## src/core/hvcr_pkg.sv

```systemverilog
// Constants shared by the hypervisor configuration register bank.
// Assumes the core presents system-register accesses already split into encoding fields.
package hvcr_pkg;

    // Encoding of this bank; prefix shared by all registers, opc2 per register
    localparam logic [3:0] ENC_COPROC       = 4'hF;
    localparam logic [2:0] ENC_OPC1         = 3'h4;
    localparam logic [3:0] ENC_CRN          = 4'h1;
    localparam logic [3:0] ENC_CRM          = 4'h1;
    localparam logic [2:0] ENC_OPC2_CFG     = 3'h0;
    localparam logic [2:0] ENC_OPC2_DEBUG   = 3'h1;
    localparam logic [2:0] ENC_OPC2_SECOND  = 3'h4;

    // Field positions of the first register
    localparam int POS_FORCE_BCAST   = 9;
    localparam int POS_VABORT_PEND   = 8;
    localparam int POS_VIRQ_PEND     = 7;
    localparam int POS_VFIQ_PEND     = 6;
    localparam int POS_ABORT_OVR     = 5;
    localparam int POS_IRQ_OVR       = 4;
    localparam int POS_FIQ_OVR       = 3;
    localparam int POS_SETWAY_OVR    = 1;
    localparam int POS_VIRT_EN       = 0;

    // Field position of the second register
    localparam int POS_MISMATCH_COH  = 6;

    // Reset values
    localparam logic [9:0]  RST_CFG_LOW      = 10'h000;
    localparam logic        RST_MISMATCH_COH = 1'b0;
    localparam logic [31:0] RST_DEBUG_CTRL   = 32'h0000_0000;

    // Execution levels
    typedef enum logic [1:0] {
        LVL_USER  = 2'h0,
        LVL_GUEST = 2'h1,
        LVL_HYP   = 2'h2
    } hvcr_level_t;

    // Cache and predictor maintenance operations
    typedef enum logic [2:0] {
        CMO_BP_INVAL_ALL      = 3'h0,
        CMO_IC_INVAL_ALL      = 3'h1,
        CMO_DC_INVAL_SETWAY   = 3'h2,
        CMO_DC_CLEAN_INV_SW   = 3'h3,
        CMO_DC_INVAL_ADDR     = 3'h4,
        CMO_DC_CLEAN_INV_ADDR = 3'h5,
        CMO_OTHER             = 3'h6
    } hvcr_cmo_t;

    // Register selected by an access
    typedef enum logic [1:0] {
        SEL_NONE   = 2'h0,
        SEL_CFG    = 2'h1,
        SEL_SECOND = 2'h2,
        SEL_DEBUG  = 2'h3
    } hvcr_sel_t;

endpackage

```

## src/core/hvcr_access_decode.sv

```systemverilog
// Decoder for system-register accesses aimed at this bank, with the privilege check.
// Assumes all inputs are stable in the request cycle; purely combinational.
`timescale 1ns/10ps
module hvcr_access_decode (
    input  wire logic [3:0]          coproc_i,   // Coprocessor field
    input  wire logic [2:0]          opc1_i,     // Opc1 field
    input  wire logic [3:0]          crn_i,      // CRn field
    input  wire logic [3:0]          crm_i,      // CRm field
    input  wire logic [2:0]          opc2_i,     // Opc2 field
    input  wire hvcr_pkg::hvcr_level_t level_i,  // Level issuing the access
    input  wire logic                trap_t1_i,  // Hypervisor trap bit T1
    output hvcr_pkg::hvcr_sel_t      sel_o,      // Register addressed
    output logic                     allow_o,    // Access may proceed
    output logic                     trap_o,     // Trap to hypervisor mode
    output logic                     undef_o     // Undefined instruction
);

    logic base_hit;

    // Common encoding prefix of the bank
    assign base_hit = (coproc_i == hvcr_pkg::ENC_COPROC) && (opc1_i == hvcr_pkg::ENC_OPC1) &&
                      (crn_i == hvcr_pkg::ENC_CRN) && (crm_i == hvcr_pkg::ENC_CRM);

    // Register select from opc2
    always_comb begin
        sel_o = hvcr_pkg::SEL_NONE;
        if (base_hit) begin
            case (opc2_i)
                hvcr_pkg::ENC_OPC2_CFG:    sel_o = hvcr_pkg::SEL_CFG;
                hvcr_pkg::ENC_OPC2_SECOND: sel_o = hvcr_pkg::SEL_SECOND;
                hvcr_pkg::ENC_OPC2_DEBUG:  sel_o = hvcr_pkg::SEL_DEBUG;
                default:                   sel_o = hvcr_pkg::SEL_NONE;
            endcase
        end
    end

    // Privilege: hypervisor only; guest traps when T1 set, else undefined
    always_comb begin
        allow_o = 1'b0;
        trap_o  = 1'b0;
        undef_o = 1'b0;
        if (sel_o != hvcr_pkg::SEL_NONE) begin
            case (level_i)
                hvcr_pkg::LVL_HYP:   allow_o = 1'b1;
                hvcr_pkg::LVL_GUEST: begin
                    trap_o  = trap_t1_i;
                    undef_o = ~trap_t1_i;
                end
                default:             undef_o = 1'b1;
            endcase
        end
    end

endmodule

```

## src/core/hvcr_cmo_xlate.sv

```systemverilog
// Rewrites cache and predictor maintenance operations under hypervisor control.
// Assumes one operation per valid cycle; purely combinational.
`timescale 1ns/10ps
module hvcr_cmo_xlate (
    input  wire hvcr_pkg::hvcr_cmo_t   op_i,          // Incoming operation
    input  wire hvcr_pkg::hvcr_level_t level_i,       // Level issuing it
    input  wire logic                  force_bcast_i, // Force-broadcast field
    input  wire logic                  setway_ovr_i,  // Effective set/way override
    input  wire logic                  virt_en_i,     // Effective virtualization enable
    output hvcr_pkg::hvcr_cmo_t        op_o,          // Operation to perform
    output logic                       bcast_o        // Broadcast to inner shareable
);

    logic guest;

    assign guest = (level_i == hvcr_pkg::LVL_GUEST);

    // Upgrade invalidates to clean-and-invalidate at guest level
    always_comb begin
        op_o = op_i;
        if (guest) begin
            case (op_i)
                hvcr_pkg::CMO_DC_INVAL_SETWAY: begin
                    if (setway_ovr_i || virt_en_i) begin
                        op_o = hvcr_pkg::CMO_DC_CLEAN_INV_SW;
                    end
                end
                hvcr_pkg::CMO_DC_INVAL_ADDR: begin
                    if (virt_en_i) begin
                        op_o = hvcr_pkg::CMO_DC_CLEAN_INV_ADDR;
                    end
                end
                default: op_o = op_i;
            endcase
        end
    end

    // Only the two invalidate-all operations are widened
    assign bcast_o = guest && force_bcast_i &&
                     ((op_i == hvcr_pkg::CMO_BP_INVAL_ALL) || (op_i == hvcr_pkg::CMO_IC_INVAL_ALL));

endmodule

```

## src/core/hvcr_regs.sv

```systemverilog
// Hypervisor configuration register bank: first and second configuration registers,
// debug control storage, virtual exception signalling and maintenance rewriting.
// Assumes the core gives one access request per pulse and all inputs synchronous to CLK_I.
// Behaviour
// - Force-broadcast makes guest predictor and icache invalidate-all broadcast inner shareable.
// - Virtual abort pending bit delivered only while abort override effective.
// - Virtual IRQ pending bit delivered only while IRQ override effective.
// - Virtual FIQ pending bit delivered only while FIQ override effective.
// - Abort override ignores status abort mask and enables virtual abort.
// - IRQ override ignores status IRQ mask and enables virtual IRQ.
// - FIQ override ignores status FIQ mask and enables virtual FIQ.
// - Trap-general-exceptions forces abort, IRQ and FIQ overrides effective; reads return stored values.
// - Virtual exceptions look to the guest exactly like physical ones.
// - Set/way override turns guest set/way invalidate into clean-and-invalidate.
// - Set/way override may read as one; writable form resets to zero.
// - Virtualization enable turns on second-stage protection for guest and user.
// - Default cacheability acts as virtualization enable outside hypervisor mode.
// - Virtualization enable upgrades guest data-cache invalidates to clean-and-invalidate.
// - Bits nine down to zero of first register reset to zero.
// - Encoding coproc 1111, opc1 100, CRn/CRm 0001; opc2 selects register.
// - Hypervisor-only access; guest traps on T1; user never reaches them.
// - Coherency control for guest regime; may be built read-as-zero.
// - Second register reserved bits read zero; writable field reset unknown.
// - Debug control register is warm-domain, unknown after warm or cold reset.
`timescale 1ns/10ps
module hvcr_regs #(
    parameter bit SETWAY_READ_AS_ONE  = 1'b0,  // Build set/way override as read-as-one
    parameter bit MISMATCH_READ_ZERO  = 1'b0   // Build coherency control as read-as-zero
) (
    input  wire logic                  CLK_I,          // Core clock, 40 MHz
    input  wire logic                  RESET_N_I,      // Async reset, active low
    input  wire logic                  SYS_REQ_I,      // Access request pulse
    input  wire logic                  SYS_WRITE_I,    // 1 write, 0 read
    input  wire logic [3:0]            SYS_COPROC_I,   // Coprocessor field
    input  wire logic [2:0]            SYS_OPC1_I,     // Opc1 field
    input  wire logic [3:0]            SYS_CRN_I,      // CRn field
    input  wire logic [3:0]            SYS_CRM_I,      // CRm field
    input  wire logic [2:0]            SYS_OPC2_I,     // Opc2 field
    input  wire logic [31:0]           SYS_WDATA_I,    // Write data
    input  wire hvcr_pkg::hvcr_level_t CUR_LEVEL_I,    // Current execution level
    input  wire logic                  HYP_TRAP_T1_I,  // Hypervisor trap bit T1
    input  wire logic                  TRAP_GEN_EXC_I, // Trap-general-exceptions control
    input  wire logic                  DEFAULT_CACHE_I,// Default cacheability control
    input  wire logic                  STATUS_ABORT_MASK_I, // Current-status abort mask
    input  wire logic                  STATUS_IRQ_MASK_I,   // Current-status IRQ mask
    input  wire logic                  STATUS_FIQ_MASK_I,   // Current-status FIQ mask
    input  wire logic                  CMO_REQ_I,      // Maintenance op valid
    input  wire hvcr_pkg::hvcr_cmo_t   CMO_OP_I,       // Maintenance op
    output logic                       SYS_ACK_O,      // Access answered pulse
    output logic                       SYS_HIT_O,      // Encoding belongs to this bank
    output logic [31:0]                SYS_RDATA_O,    // Read data
    output logic                       SYS_TRAP_O,     // Trap to hypervisor mode
    output logic                       SYS_UNDEF_O,    // Undefined instruction
    output logic                       VIRT_ABORT_O,   // Virtual async abort level
    output logic                       VIRT_IRQ_O,     // Virtual IRQ level
    output logic                       VIRT_FIQ_O,     // Virtual FIQ level
    output logic                       ABORT_MASK_EFF_O, // Effective status abort mask
    output logic                       IRQ_MASK_EFF_O, // Effective status IRQ mask
    output logic                       FIQ_MASK_EFF_O, // Effective status FIQ mask
    output logic                       STAGE2_EN_O,    // Second-stage protection on
    output logic                       MISMATCH_COH_O, // Mismatch may lose coherency
    output logic                       CMO_REQ_O,      // Rewritten op valid
    output hvcr_pkg::hvcr_cmo_t        CMO_OP_O,       // Rewritten op
    output logic                       CMO_BCAST_O     // Broadcast to inner shareable
);

    // Stored fields of the first register
    logic        force_bcast_q;
    logic        vabort_pend_q;
    logic        virq_pend_q;
    logic        vfiq_pend_q;
    logic        abort_ovr_q;
    logic        irq_ovr_q;
    logic        fiq_ovr_q;
    logic        setway_ovr_q;
    logic        virt_en_q;
    // Second register and debug control storage
    logic        mismatch_coh_q;
    logic [31:0] debug_ctrl_q;

    // Decode results
    hvcr_pkg::hvcr_sel_t sel;
    logic                allow;
    logic                trap;
    logic                undef;
    logic                wr_en;
    logic                wr_cfg;
    logic                wr_second;
    logic                wr_debug;
    logic [31:0]         rdata_d;

    // Effective controls
    logic                abort_ovr_eff;
    logic                irq_ovr_eff;
    logic                fiq_ovr_eff;
    logic                setway_ovr_eff;
    logic                virt_en_eff;
    logic                setway_read;
    logic                mismatch_read;
    hvcr_pkg::hvcr_cmo_t cmo_op_d;
    logic                cmo_bcast_d;

    // Override as seen by everything except a direct read
    function automatic logic eff_override(input logic stored, input logic trap_general_exceptions);
        eff_override = stored | trap_general_exceptions;
    endfunction

    // Access decode and privilege check
    hvcr_access_decode u_decode (
        .coproc_i  (SYS_COPROC_I),
        .opc1_i    (SYS_OPC1_I),
        .crn_i     (SYS_CRN_I),
        .crm_i     (SYS_CRM_I),
        .opc2_i    (SYS_OPC2_I),
        .level_i   (CUR_LEVEL_I),
        .trap_t1_i (HYP_TRAP_T1_I),
        .sel_o     (sel),
        .allow_o   (allow),
        .trap_o    (trap),
        .undef_o   (undef)
    );

    // Writes land only when the access is allowed
    assign wr_en     = SYS_REQ_I && SYS_WRITE_I && allow;
    assign wr_cfg    = wr_en && (sel == hvcr_pkg::SEL_CFG);
    assign wr_second = wr_en && (sel == hvcr_pkg::SEL_SECOND);
    assign wr_debug  = wr_en && (sel == hvcr_pkg::SEL_DEBUG);

    // Effective overrides; stored values are untouched by the trap control
    assign abort_ovr_eff = eff_override(abort_ovr_q, TRAP_GEN_EXC_I);
    assign irq_ovr_eff   = eff_override(irq_ovr_q, TRAP_GEN_EXC_I);
    assign fiq_ovr_eff   = eff_override(fiq_ovr_q, TRAP_GEN_EXC_I);

    // Default cacheability stands in for the enable outside hypervisor mode
    assign virt_en_eff = virt_en_q |
                         (DEFAULT_CACHE_I && (CUR_LEVEL_I != hvcr_pkg::LVL_HYP));

    // Read-as-one build keeps the override permanently active
    assign setway_ovr_eff = SETWAY_READ_AS_ONE ? 1'b1 : setway_ovr_q;
    assign setway_read    = setway_ovr_eff;
    assign mismatch_read  = MISMATCH_READ_ZERO ? 1'b0 : mismatch_coh_q;

    // First-register fields; all reset to zero
    always_ff @(posedge CLK_I or negedge RESET_N_I) begin
        if (!RESET_N_I) begin
            force_bcast_q <= hvcr_pkg::RST_CFG_LOW[hvcr_pkg::POS_FORCE_BCAST];
            vabort_pend_q <= hvcr_pkg::RST_CFG_LOW[hvcr_pkg::POS_VABORT_PEND];
            virq_pend_q   <= hvcr_pkg::RST_CFG_LOW[hvcr_pkg::POS_VIRQ_PEND];
            vfiq_pend_q   <= hvcr_pkg::RST_CFG_LOW[hvcr_pkg::POS_VFIQ_PEND];
            abort_ovr_q   <= hvcr_pkg::RST_CFG_LOW[hvcr_pkg::POS_ABORT_OVR];
            irq_ovr_q     <= hvcr_pkg::RST_CFG_LOW[hvcr_pkg::POS_IRQ_OVR];
            fiq_ovr_q     <= hvcr_pkg::RST_CFG_LOW[hvcr_pkg::POS_FIQ_OVR];
            setway_ovr_q  <= hvcr_pkg::RST_CFG_LOW[hvcr_pkg::POS_SETWAY_OVR];
            virt_en_q     <= hvcr_pkg::RST_CFG_LOW[hvcr_pkg::POS_VIRT_EN];
        end else if (wr_cfg) begin
            force_bcast_q <= SYS_WDATA_I[hvcr_pkg::POS_FORCE_BCAST];
            vabort_pend_q <= SYS_WDATA_I[hvcr_pkg::POS_VABORT_PEND];
            virq_pend_q   <= SYS_WDATA_I[hvcr_pkg::POS_VIRQ_PEND];
            vfiq_pend_q   <= SYS_WDATA_I[hvcr_pkg::POS_VFIQ_PEND];
            abort_ovr_q   <= SYS_WDATA_I[hvcr_pkg::POS_ABORT_OVR];
            irq_ovr_q     <= SYS_WDATA_I[hvcr_pkg::POS_IRQ_OVR];
            fiq_ovr_q     <= SYS_WDATA_I[hvcr_pkg::POS_FIQ_OVR];
            setway_ovr_q  <= SYS_WDATA_I[hvcr_pkg::POS_SETWAY_OVR];
            virt_en_q     <= SYS_WDATA_I[hvcr_pkg::POS_VIRT_EN];
        end
    end

    // Second register: only the coherency bit is stored; reset value is a free pick
    always_ff @(posedge CLK_I or negedge RESET_N_I) begin
        if (!RESET_N_I) begin
            mismatch_coh_q <= hvcr_pkg::RST_MISMATCH_COH;
        end else if (wr_second) begin
            mismatch_coh_q <= SYS_WDATA_I[hvcr_pkg::POS_MISMATCH_COH];
        end
    end

    // Debug control: plain storage, field meaning lives elsewhere in the core
    always_ff @(posedge CLK_I or negedge RESET_N_I) begin
        if (!RESET_N_I) begin
            debug_ctrl_q <= hvcr_pkg::RST_DEBUG_CTRL;
        end else if (wr_debug) begin
            debug_ctrl_q <= SYS_WDATA_I;
        end
    end

    // Read mux; direct reads show stored fields, not effective ones
    always_comb begin
        rdata_d = 32'h0000_0000;
        if (allow && !SYS_WRITE_I) begin
            case (sel)
                hvcr_pkg::SEL_CFG: begin
                    rdata_d[hvcr_pkg::POS_FORCE_BCAST] = force_bcast_q;
                    rdata_d[hvcr_pkg::POS_VABORT_PEND] = vabort_pend_q;
                    rdata_d[hvcr_pkg::POS_VIRQ_PEND]   = virq_pend_q;
                    rdata_d[hvcr_pkg::POS_VFIQ_PEND]   = vfiq_pend_q;
                    rdata_d[hvcr_pkg::POS_ABORT_OVR]   = abort_ovr_q;
                    rdata_d[hvcr_pkg::POS_IRQ_OVR]     = irq_ovr_q;
                    rdata_d[hvcr_pkg::POS_FIQ_OVR]     = fiq_ovr_q;
                    rdata_d[hvcr_pkg::POS_SETWAY_OVR]  = setway_read;
                    rdata_d[hvcr_pkg::POS_VIRT_EN]     = virt_en_q;
                end
                hvcr_pkg::SEL_SECOND: begin
                    rdata_d[hvcr_pkg::POS_MISMATCH_COH] = mismatch_read;
                end
                hvcr_pkg::SEL_DEBUG: rdata_d = debug_ctrl_q;
                default:             rdata_d = 32'h0000_0000;
            endcase
        end
    end

    // Access answer one cycle after the request; refused reads return zero
    always_ff @(posedge CLK_I or negedge RESET_N_I) begin
        if (!RESET_N_I) begin
            SYS_ACK_O   <= 1'b0;
            SYS_HIT_O   <= 1'b0;
            SYS_RDATA_O <= 32'h0000_0000;
            SYS_TRAP_O  <= 1'b0;
            SYS_UNDEF_O <= 1'b0;
        end else begin
            SYS_ACK_O   <= SYS_REQ_I;
            SYS_HIT_O   <= SYS_REQ_I && (sel != hvcr_pkg::SEL_NONE);
            SYS_RDATA_O <= SYS_REQ_I ? rdata_d : 32'h0000_0000;
            SYS_TRAP_O  <= SYS_REQ_I && trap;
            SYS_UNDEF_O <= SYS_REQ_I && undef;
        end
    end

    // Virtual exceptions as levels, same form as the physical lines so the guest sees no difference
    always_ff @(posedge CLK_I or negedge RESET_N_I) begin
        if (!RESET_N_I) begin
            VIRT_ABORT_O <= 1'b0;
            VIRT_IRQ_O   <= 1'b0;
            VIRT_FIQ_O   <= 1'b0;
        end else begin
            VIRT_ABORT_O <= vabort_pend_q && abort_ovr_eff;
            VIRT_IRQ_O   <= virq_pend_q && irq_ovr_eff;
            VIRT_FIQ_O   <= vfiq_pend_q && fiq_ovr_eff;
        end
    end

    // An active override hides the status mask from physical routing
    always_ff @(posedge CLK_I or negedge RESET_N_I) begin
        if (!RESET_N_I) begin
            ABORT_MASK_EFF_O <= 1'b0;
            IRQ_MASK_EFF_O   <= 1'b0;
            FIQ_MASK_EFF_O   <= 1'b0;
        end else begin
            ABORT_MASK_EFF_O <= STATUS_ABORT_MASK_I && !abort_ovr_eff;
            IRQ_MASK_EFF_O   <= STATUS_IRQ_MASK_I && !irq_ovr_eff;
            FIQ_MASK_EFF_O   <= STATUS_FIQ_MASK_I && !fiq_ovr_eff;
        end
    end

    // Memory-system controls; stage 2 applies only below hypervisor level
    always_ff @(posedge CLK_I or negedge RESET_N_I) begin
        if (!RESET_N_I) begin
            STAGE2_EN_O    <= 1'b0;
            MISMATCH_COH_O <= 1'b0;
        end else begin
            STAGE2_EN_O    <= virt_en_eff && (CUR_LEVEL_I != hvcr_pkg::LVL_HYP);
            MISMATCH_COH_O <= mismatch_read && (CUR_LEVEL_I != hvcr_pkg::LVL_HYP);
        end
    end

    // Maintenance rewriting
    hvcr_cmo_xlate u_cmo (
        .op_i          (CMO_OP_I),
        .level_i       (CUR_LEVEL_I),
        .force_bcast_i (force_bcast_q),
        .setway_ovr_i  (setway_ovr_eff),
        .virt_en_i     (virt_en_eff),
        .op_o          (cmo_op_d),
        .bcast_o       (cmo_bcast_d)
    );

    // Registered so the cache side sees a clean one-cycle-late request
    always_ff @(posedge CLK_I or negedge RESET_N_I) begin
        if (!RESET_N_I) begin
            CMO_REQ_O   <= 1'b0;
            CMO_OP_O    <= hvcr_pkg::CMO_OTHER;
            CMO_BCAST_O <= 1'b0;
        end else begin
            CMO_REQ_O   <= CMO_REQ_I;
            CMO_OP_O    <= CMO_REQ_I ? cmo_op_d : hvcr_pkg::CMO_OTHER;
            CMO_BCAST_O <= CMO_REQ_I && cmo_bcast_d;
        end
    end

endmodule

```

## config.mk

```make
export PLATFORM = sky130hd
export DESIGN_NAME = hvcr_regs
export DESIGN_NICKNAME = d
export VERILOG_FILES = /design/src/core/hvcr_pkg.sv /design/src/core/hvcr_access_decode.sv /design/src/core/hvcr_cmo_xlate.sv /design/src/core/hvcr_regs.sv
export SDC_FILE = /design/constraint.sdc
export NUM_CORES = 1
export LEC_CHECK = 0
export BUFFER_PORTS_ARGS = -buffer_cell sky130_fd_sc_hd__buf_2
export CORE_ASPECT_RATIO = 0.5
export CORE_MARGIN = 8
export CORE_UTILIZATION = 50
export CTS_BUF_LIST = sky130_fd_sc_hd__clkbuf_16
export DETAILED_ROUTE_END_ITERATION = 10
export PLACE_DENSITY = 0.84
export SETUP_SLACK_MARGIN = 0.05
export SLEW_MARGIN = 20
export SYNTH_ARGS = -nofsm -noshare
export SYNTH_HDL_FRONTEND = slang
export SYNTH_HIERARCHICAL = 1
export SYNTH_SLANG_ARGS = --single-unit
```

## constraint.sdc

```tcl
create_clock -name CLK_I -period 1.49 [get_ports CLK_I]
set_input_delay 0.2235 -clock CLK_I [delete_from_list [all_inputs] [get_ports CLK_I]]
set_output_delay 0.2235 -clock CLK_I [all_outputs]
set_load 0.005 [all_outputs]
```

# Yosys cells after proc, flatten, opt, wreduce, memory -nomap -nowiden
# Index checks and enable logic that the tools add are counted.
# totals
reg_bits	91
input_bits	66
out_inout_bits	49
elab_cells	101
# classes
eq_ne	15
n_mux	21
bitwise_logic	5
reduce_logical	33
# op_table
operator	count
two-way mux 32 bit	2
logical AND 1 bit	24
two-way mux 22 bit	1
one-hot mux 3 bit (2 select lines)	3
two-way mux 3 bit	4
== test 3 bit, second input constant	3
== test 4 x 1 -> 1 bit, second input constant	2
== test 2 bit, second input constant	3
== test 3 x 1 -> 1 bit, second input constant	2
logical NOT 3 bit	2
two-way mux 1 bit	6
one-hot mux 2 bit (3 select lines)	1
== test 2 x 1 -> 1 bit, second input constant	2
== test 4 bit, second input constant	1
logical NOT 1 bit	4
bitwise OR 1 bit	4
one-hot mux 2 bit (2 select lines)	1
== test 3 x 2 -> 1 bit, second input constant	1
one-hot mux 1 bit (3 select lines)	1
logical OR 1 bit	2
two-way mux 2 bit	1
inequality test 2 bit, second input constant	1
one-hot mux 1 bit (2 select lines)	1
nonzero test 2 bit	1
NOT 1 bit	1

# Longest topological paths before layout
# depth
depth_word	10
ltp_mapped	7

# Hierarchy
# Netlist, hierarchy kept.
# modules_own_cells
mod	instances	cells_per_inst	area_per_inst_um2	seq_area_each_um2
hvcr_regs	1	210	3256.9	2279.7
hvcr_access_decode	1	18	136.4	0.0
hvcr_cmo_xlate	1	10	52.6	0.0

# Worst setup path before layout
# OpenSTA, ideal clock, no wires.
# synth_timing
path_type	input to register
start	input SYS_OPC1_I[1]
end	register debug_ctrl_q[0]
arrival_time_ns	2.105
required_ns	1.365
path_slack_ns	-0.740
path_stages	7
path_cell_list	nor4b_2 -> nand4_1 -> nor3b_1 -> nand3_1 -> nor2_2 -> buf_4 -> mux2_2
# synth_via
elab_chain_len	9
elab_cells_between_ends	10
classes_between	2 x eq/ne; 2 x mux; 6 x reduce/logical
# synth_rtl
element	line_no	source
start: declaration	hvcr_regs.sv:35	input wire logic [2:0] SYS_OPC1_I,
== test 3 bit *	hvcr_access_decode.sv:21	assign base_hit = (coproc_i == hvcr_pkg::ENC_COPROC) && (opc1_i == hvcr_pkg::ENC_OPC1) &&
logical AND 1 bit * (2 in a row)	hvcr_access_decode.sv:21	
logical AND 1 bit *	hvcr_access_decode.sv:22	(crn_i == hvcr_pkg::ENC_CRN) && (crm_i == hvcr_pkg::ENC_CRM);
two-way mux 2 bit *	hvcr_access_decode.sv:27	if (base_hit) begin
net sel[1]	hvcr_regs.sv:82	hvcr_pkg::hvcr_sel_t sel;
nonzero test 2 bit	hvcr_access_decode.sv:42	if (sel_o != hvcr_pkg::SEL_NONE) begin
two-way mux 1 bit	hvcr_access_decode.sv:42	
logical AND 1 bit	hvcr_regs.sv:124	assign wr_en = SYS_REQ_I && SYS_WRITE_I && allow;
logical AND 1 bit *	hvcr_regs.sv:127	assign wr_debug = wr_en && (sel == hvcr_pkg::SEL_DEBUG);
end signal: assignment	hvcr_regs.sv:180	debug_ctrl_q <= hvcr_pkg::RST_DEBUG_CTRL;
end: declaration	hvcr_regs.sv:79	logic [31:0] debug_ctrl_q;
# Mark *: on every way through the listed nets, which the timed path passes. The rest lies on a longest branch.
# A chain may end at the register's enable or synchronous reset.

# Worst setup path after layout
# layout_timing
start	input SYS_OPC2_I[0]
end	register debug_ctrl_q[15]
# layout_via
elab_chain_len	7
elab_cells_between_ends	10
classes_between	3 x eq/ne; 3 x mux; 4 x reduce/logical
# layout_rtl
element	line_no	source
start: declaration	hvcr_regs.sv:38	input wire logic [2:0] SYS_OPC2_I,
== test 3 x 1 -> 1 bit (tied with other cells)	hvcr_access_decode.sv:28	case (opc2_i)
one-hot mux 2 bit (3 select lines) *	hvcr_access_decode.sv:28	
two-way mux 2 bit *	hvcr_access_decode.sv:27	
net sel[1]	hvcr_regs.sv:82	
nonzero test 2 bit	hvcr_access_decode.sv:42	
two-way mux 1 bit	hvcr_access_decode.sv:42	
logical AND 1 bit	hvcr_regs.sv:124	
logical AND 1 bit *	hvcr_regs.sv:127	
# Marks and branches as above.

==> metrics.yaml <==
pwr-share-comb: 0.053
hold_path_depth: 1
cp_data_required_time_ns: 1.71
synth-seq-cells: 91
r2r-end: "CMO_OP_O[0]"
syn_to_final_growth_pct: 46.8
die_w_um: 133
cts_root_buf: "clkbuf_16"
grt_max_degree: 35
pwr-share-clk: 0.463
worstSetupEndpointType: "flip-flop"
path_class: "in -> reg"
yosysWarnings: 6
grt_setup_unrepaired: "true"
nFillCells: 367
dieArea_sq_um: 9960
p_total_mw: 5.15
r2r_slack_ns: 0.07
place.gp.congestion: 0.863
worst_clock_skew_ns: 0.00483
cp_cell_sequence: "buf_2 > a21oi_1 > nand4_1 > nor3b_4 > nand3_2 > nor2_4 > buf_12 > mux2_2"
cts_made_buffers: 9
leakage_nw: 2.65
synth_compound_area_frac: 0.0218
core_sq_um: 6670
worst_ep_arrival_time_ns: 2.12
placed_cell_area_sq_um: 4390
power_frac_seq: 0.484
hold_path_end: "CMO_REQ_O"
htreeDepth: 3
synth_seq_area_share: 0.662
rows: 21
synth_xor_area_frac: 0
setup_ws_ns: -0.416
synth_most_common_cell: "dfrtp_1"
p_int_mw: 4.07
track_usage: 0.196
synth_nets: 304
slew-limit-headroom: 0.690
crit_path_start_kind: "input port"
dpl.hpwl_um: 6030
path_clk_slew_ns: 0.06
vias: 2635
cts_tree: "yes"
ir_drop_mv: 0.678
grt_overflow_total: 0
fmax_ghz: 0.525
power_density_nw_per_um2: 1020
synth_area_leaders: "dfrtp_1 65%, mux2_2 13%, and2_1 5.3%"
final_nets: 460
netlist_instances: 238
critPathMaxFanout: 28
synthAdderAreaFrac: 0
yosys.area_share.simple: 0.139
synthesis.area_sq_um: 3450
finalHoldViolCount: 0
cts_buffer_depth: 2
final.period_utilization: 1.28
synth_cell_type_count: 32
synth_top_family_by_area: "multiplexers"
ant_nets: 0
violations: "setup timing"
muxShareOfSynthArea: 0.164
via_per_inst: 5.37
p_sw_mw: 1.07
yosysTopAreaCellShare: 0.646
clk-insertion-delay-late_ns: 0.33
fin_crit_ns: 1.91
ys.flop_type: "dfrtp_1"
min_from: "CMO_REQ_I"
cpPeakStageDelay_ns: 0.36
r2r_cells: 5
drive_gt1_frac: 0.590
die_h_um: 74.7
reg_top3: "SYS_RDATA_O (32), debug_ctrl_q (32), CMO_OP_O (3)"
start_util: 0.516
hold_path_class: "in -> reg"
dpl.cell_count: 461
tightest_slew_ns: 0.464
synth_area_per_cell_sq_um: 14.5
cp_slowest_cell: "mux2_2"
synthArstFlopShare: 1.00
setup_viol: 74
grt_pass1_wl_um: 15400
wirelength_um: 10500
drv_slew: 0
grt_pass1_vias: 2879
cts.sinks: 91
wl_per_cell_um: 21.4
synth-edff-count: 0
fin_cells: 491
drv_cap: 0
stdcell_area_sq_um: 5060
antenna_found_initial: 1
swShare: 0.209
dr.pass1.iters: 4
drt_iter0_markers: 169
ioPinCount: 115
synthTopCellsByCount: "89 x dfrtp_1, 40 x mux2_2, 29 x and2_1, 12 x nor2_1"
post-route-util: 0.758
yosysTopAreaCell: "dfrtp_1"
io_buffers: 114
status: "finished with violations"
drc: 0
timing.rr.start: "virt_en_q"
-- worst max-delay path by stage --
stage,slack [ns],end,cells after the start,start
2_1_floorplan,-0.43,debug_ctrl_q[0],7,SYS_OPC1_I[1]
5_1_grt,-0.49,debug_ctrl_q[10],8,SYS_OPC2_I[0]
4_1_cts,-0.31,debug_ctrl_q[15],8,SYS_OPC1_I[1]
3_3_place_gp,-0.52,debug_ctrl_q[18],8,SYS_OPC1_I[1]
3_5_place_dp,-0.64,debug_ctrl_q[15],8,SYS_OPC1_I[1]
6_report,-0.42,debug_ctrl_q[15],8,SYS_OPC2_I[0]
-- area by class of cell --
cell class	count	area [sq um]	area share
Antenna cell	1	2.50	0.000495
Clock buffer	9	225	0.0445
Clock inverter	6	88.8	0.0176
Inverter	1	3.75	0.000742
Multi-Input combinational cell	138	1330	0.262
Sequential cell	91	2280	0.451
Tap cell	92	115	0.0228
Timing Repair Buffer	153	1020	0.201
-- power groups by stage --
stage,Combinational (mW),Sequential [mW],Clock (mW)
detailed placement,0.243,2.54,0
finish,0.274,2.49,2.38
CTS,0.261,2.49,2.40
global route,0.298,2.49,2.53
floorplan,0.0354,2.54,0
global placement,0.232,2.53,0
-- layer usage --
layer / global-route usage / vias to the layer above / routed length, um
li1: - / 1127 / -
met1: 0.217 / 1327 / 3830
met2: 0.363 / 136 / 5500
met3: 0.0399 / 45 / 639
met4: 0.105 / 0 / 522
met5: 0 / - / 0
-- what timing repair did --
item,in CTS,in global routing
pin swaps,11,11
hold buffers,1,0
gates resized for setup,35,21
hold endpoints to repair,29,0
endpoints found under the setup margin,74,76
gates cloned,0,1
buffers inserted,10,8
-- worst max-delay path, delay by kind of cell --
family | cells | cell delay [ns]
multiplexers | 1 | 0.36
AND/OR/NAND/NOR | 4 | 0.92
AO/OA/AOI/OAI | 1 | 0.29
buffers and inverters | 2 | 0.31
-- cell usage in the layout (no fill, tap or decap), drive strengths merged, types with 4 or more instances in the layout --
cell / count
buf: 151
dfrtp: 89
mux2: 43
and2: 29
nor2: 13
clkbuf: 10
mux2i: 8
nand2: 8
nor3b: 6
nand2b: 4
o21a: 4
nor3: 4
-- cells by family after synthesis --
kind of cell | Yosys count
AO/OA/AOI/OAI | 11
buffers and inverters | 9
flip-flops | 91
multiplexers | 51
AND/OR/NAND/NOR | 76
-- per-stage QoR --
stage | setup TNS [ns] | hold slack (ns) | setup WS [ns]
after floorplan | -24.77 | -0.0721 | -0.435
after global placement | -34.94 | 0.196 | -0.520
after detailed placement | -42.47 | 0.201 | -0.642
after CTS | -18.24 | 0.0555 | -0.314
after global routing | -32.61 | 0.0709 | -0.491
final | -27.31 | 0.0809 | -0.416
Power figures use the tool's default switching activity.
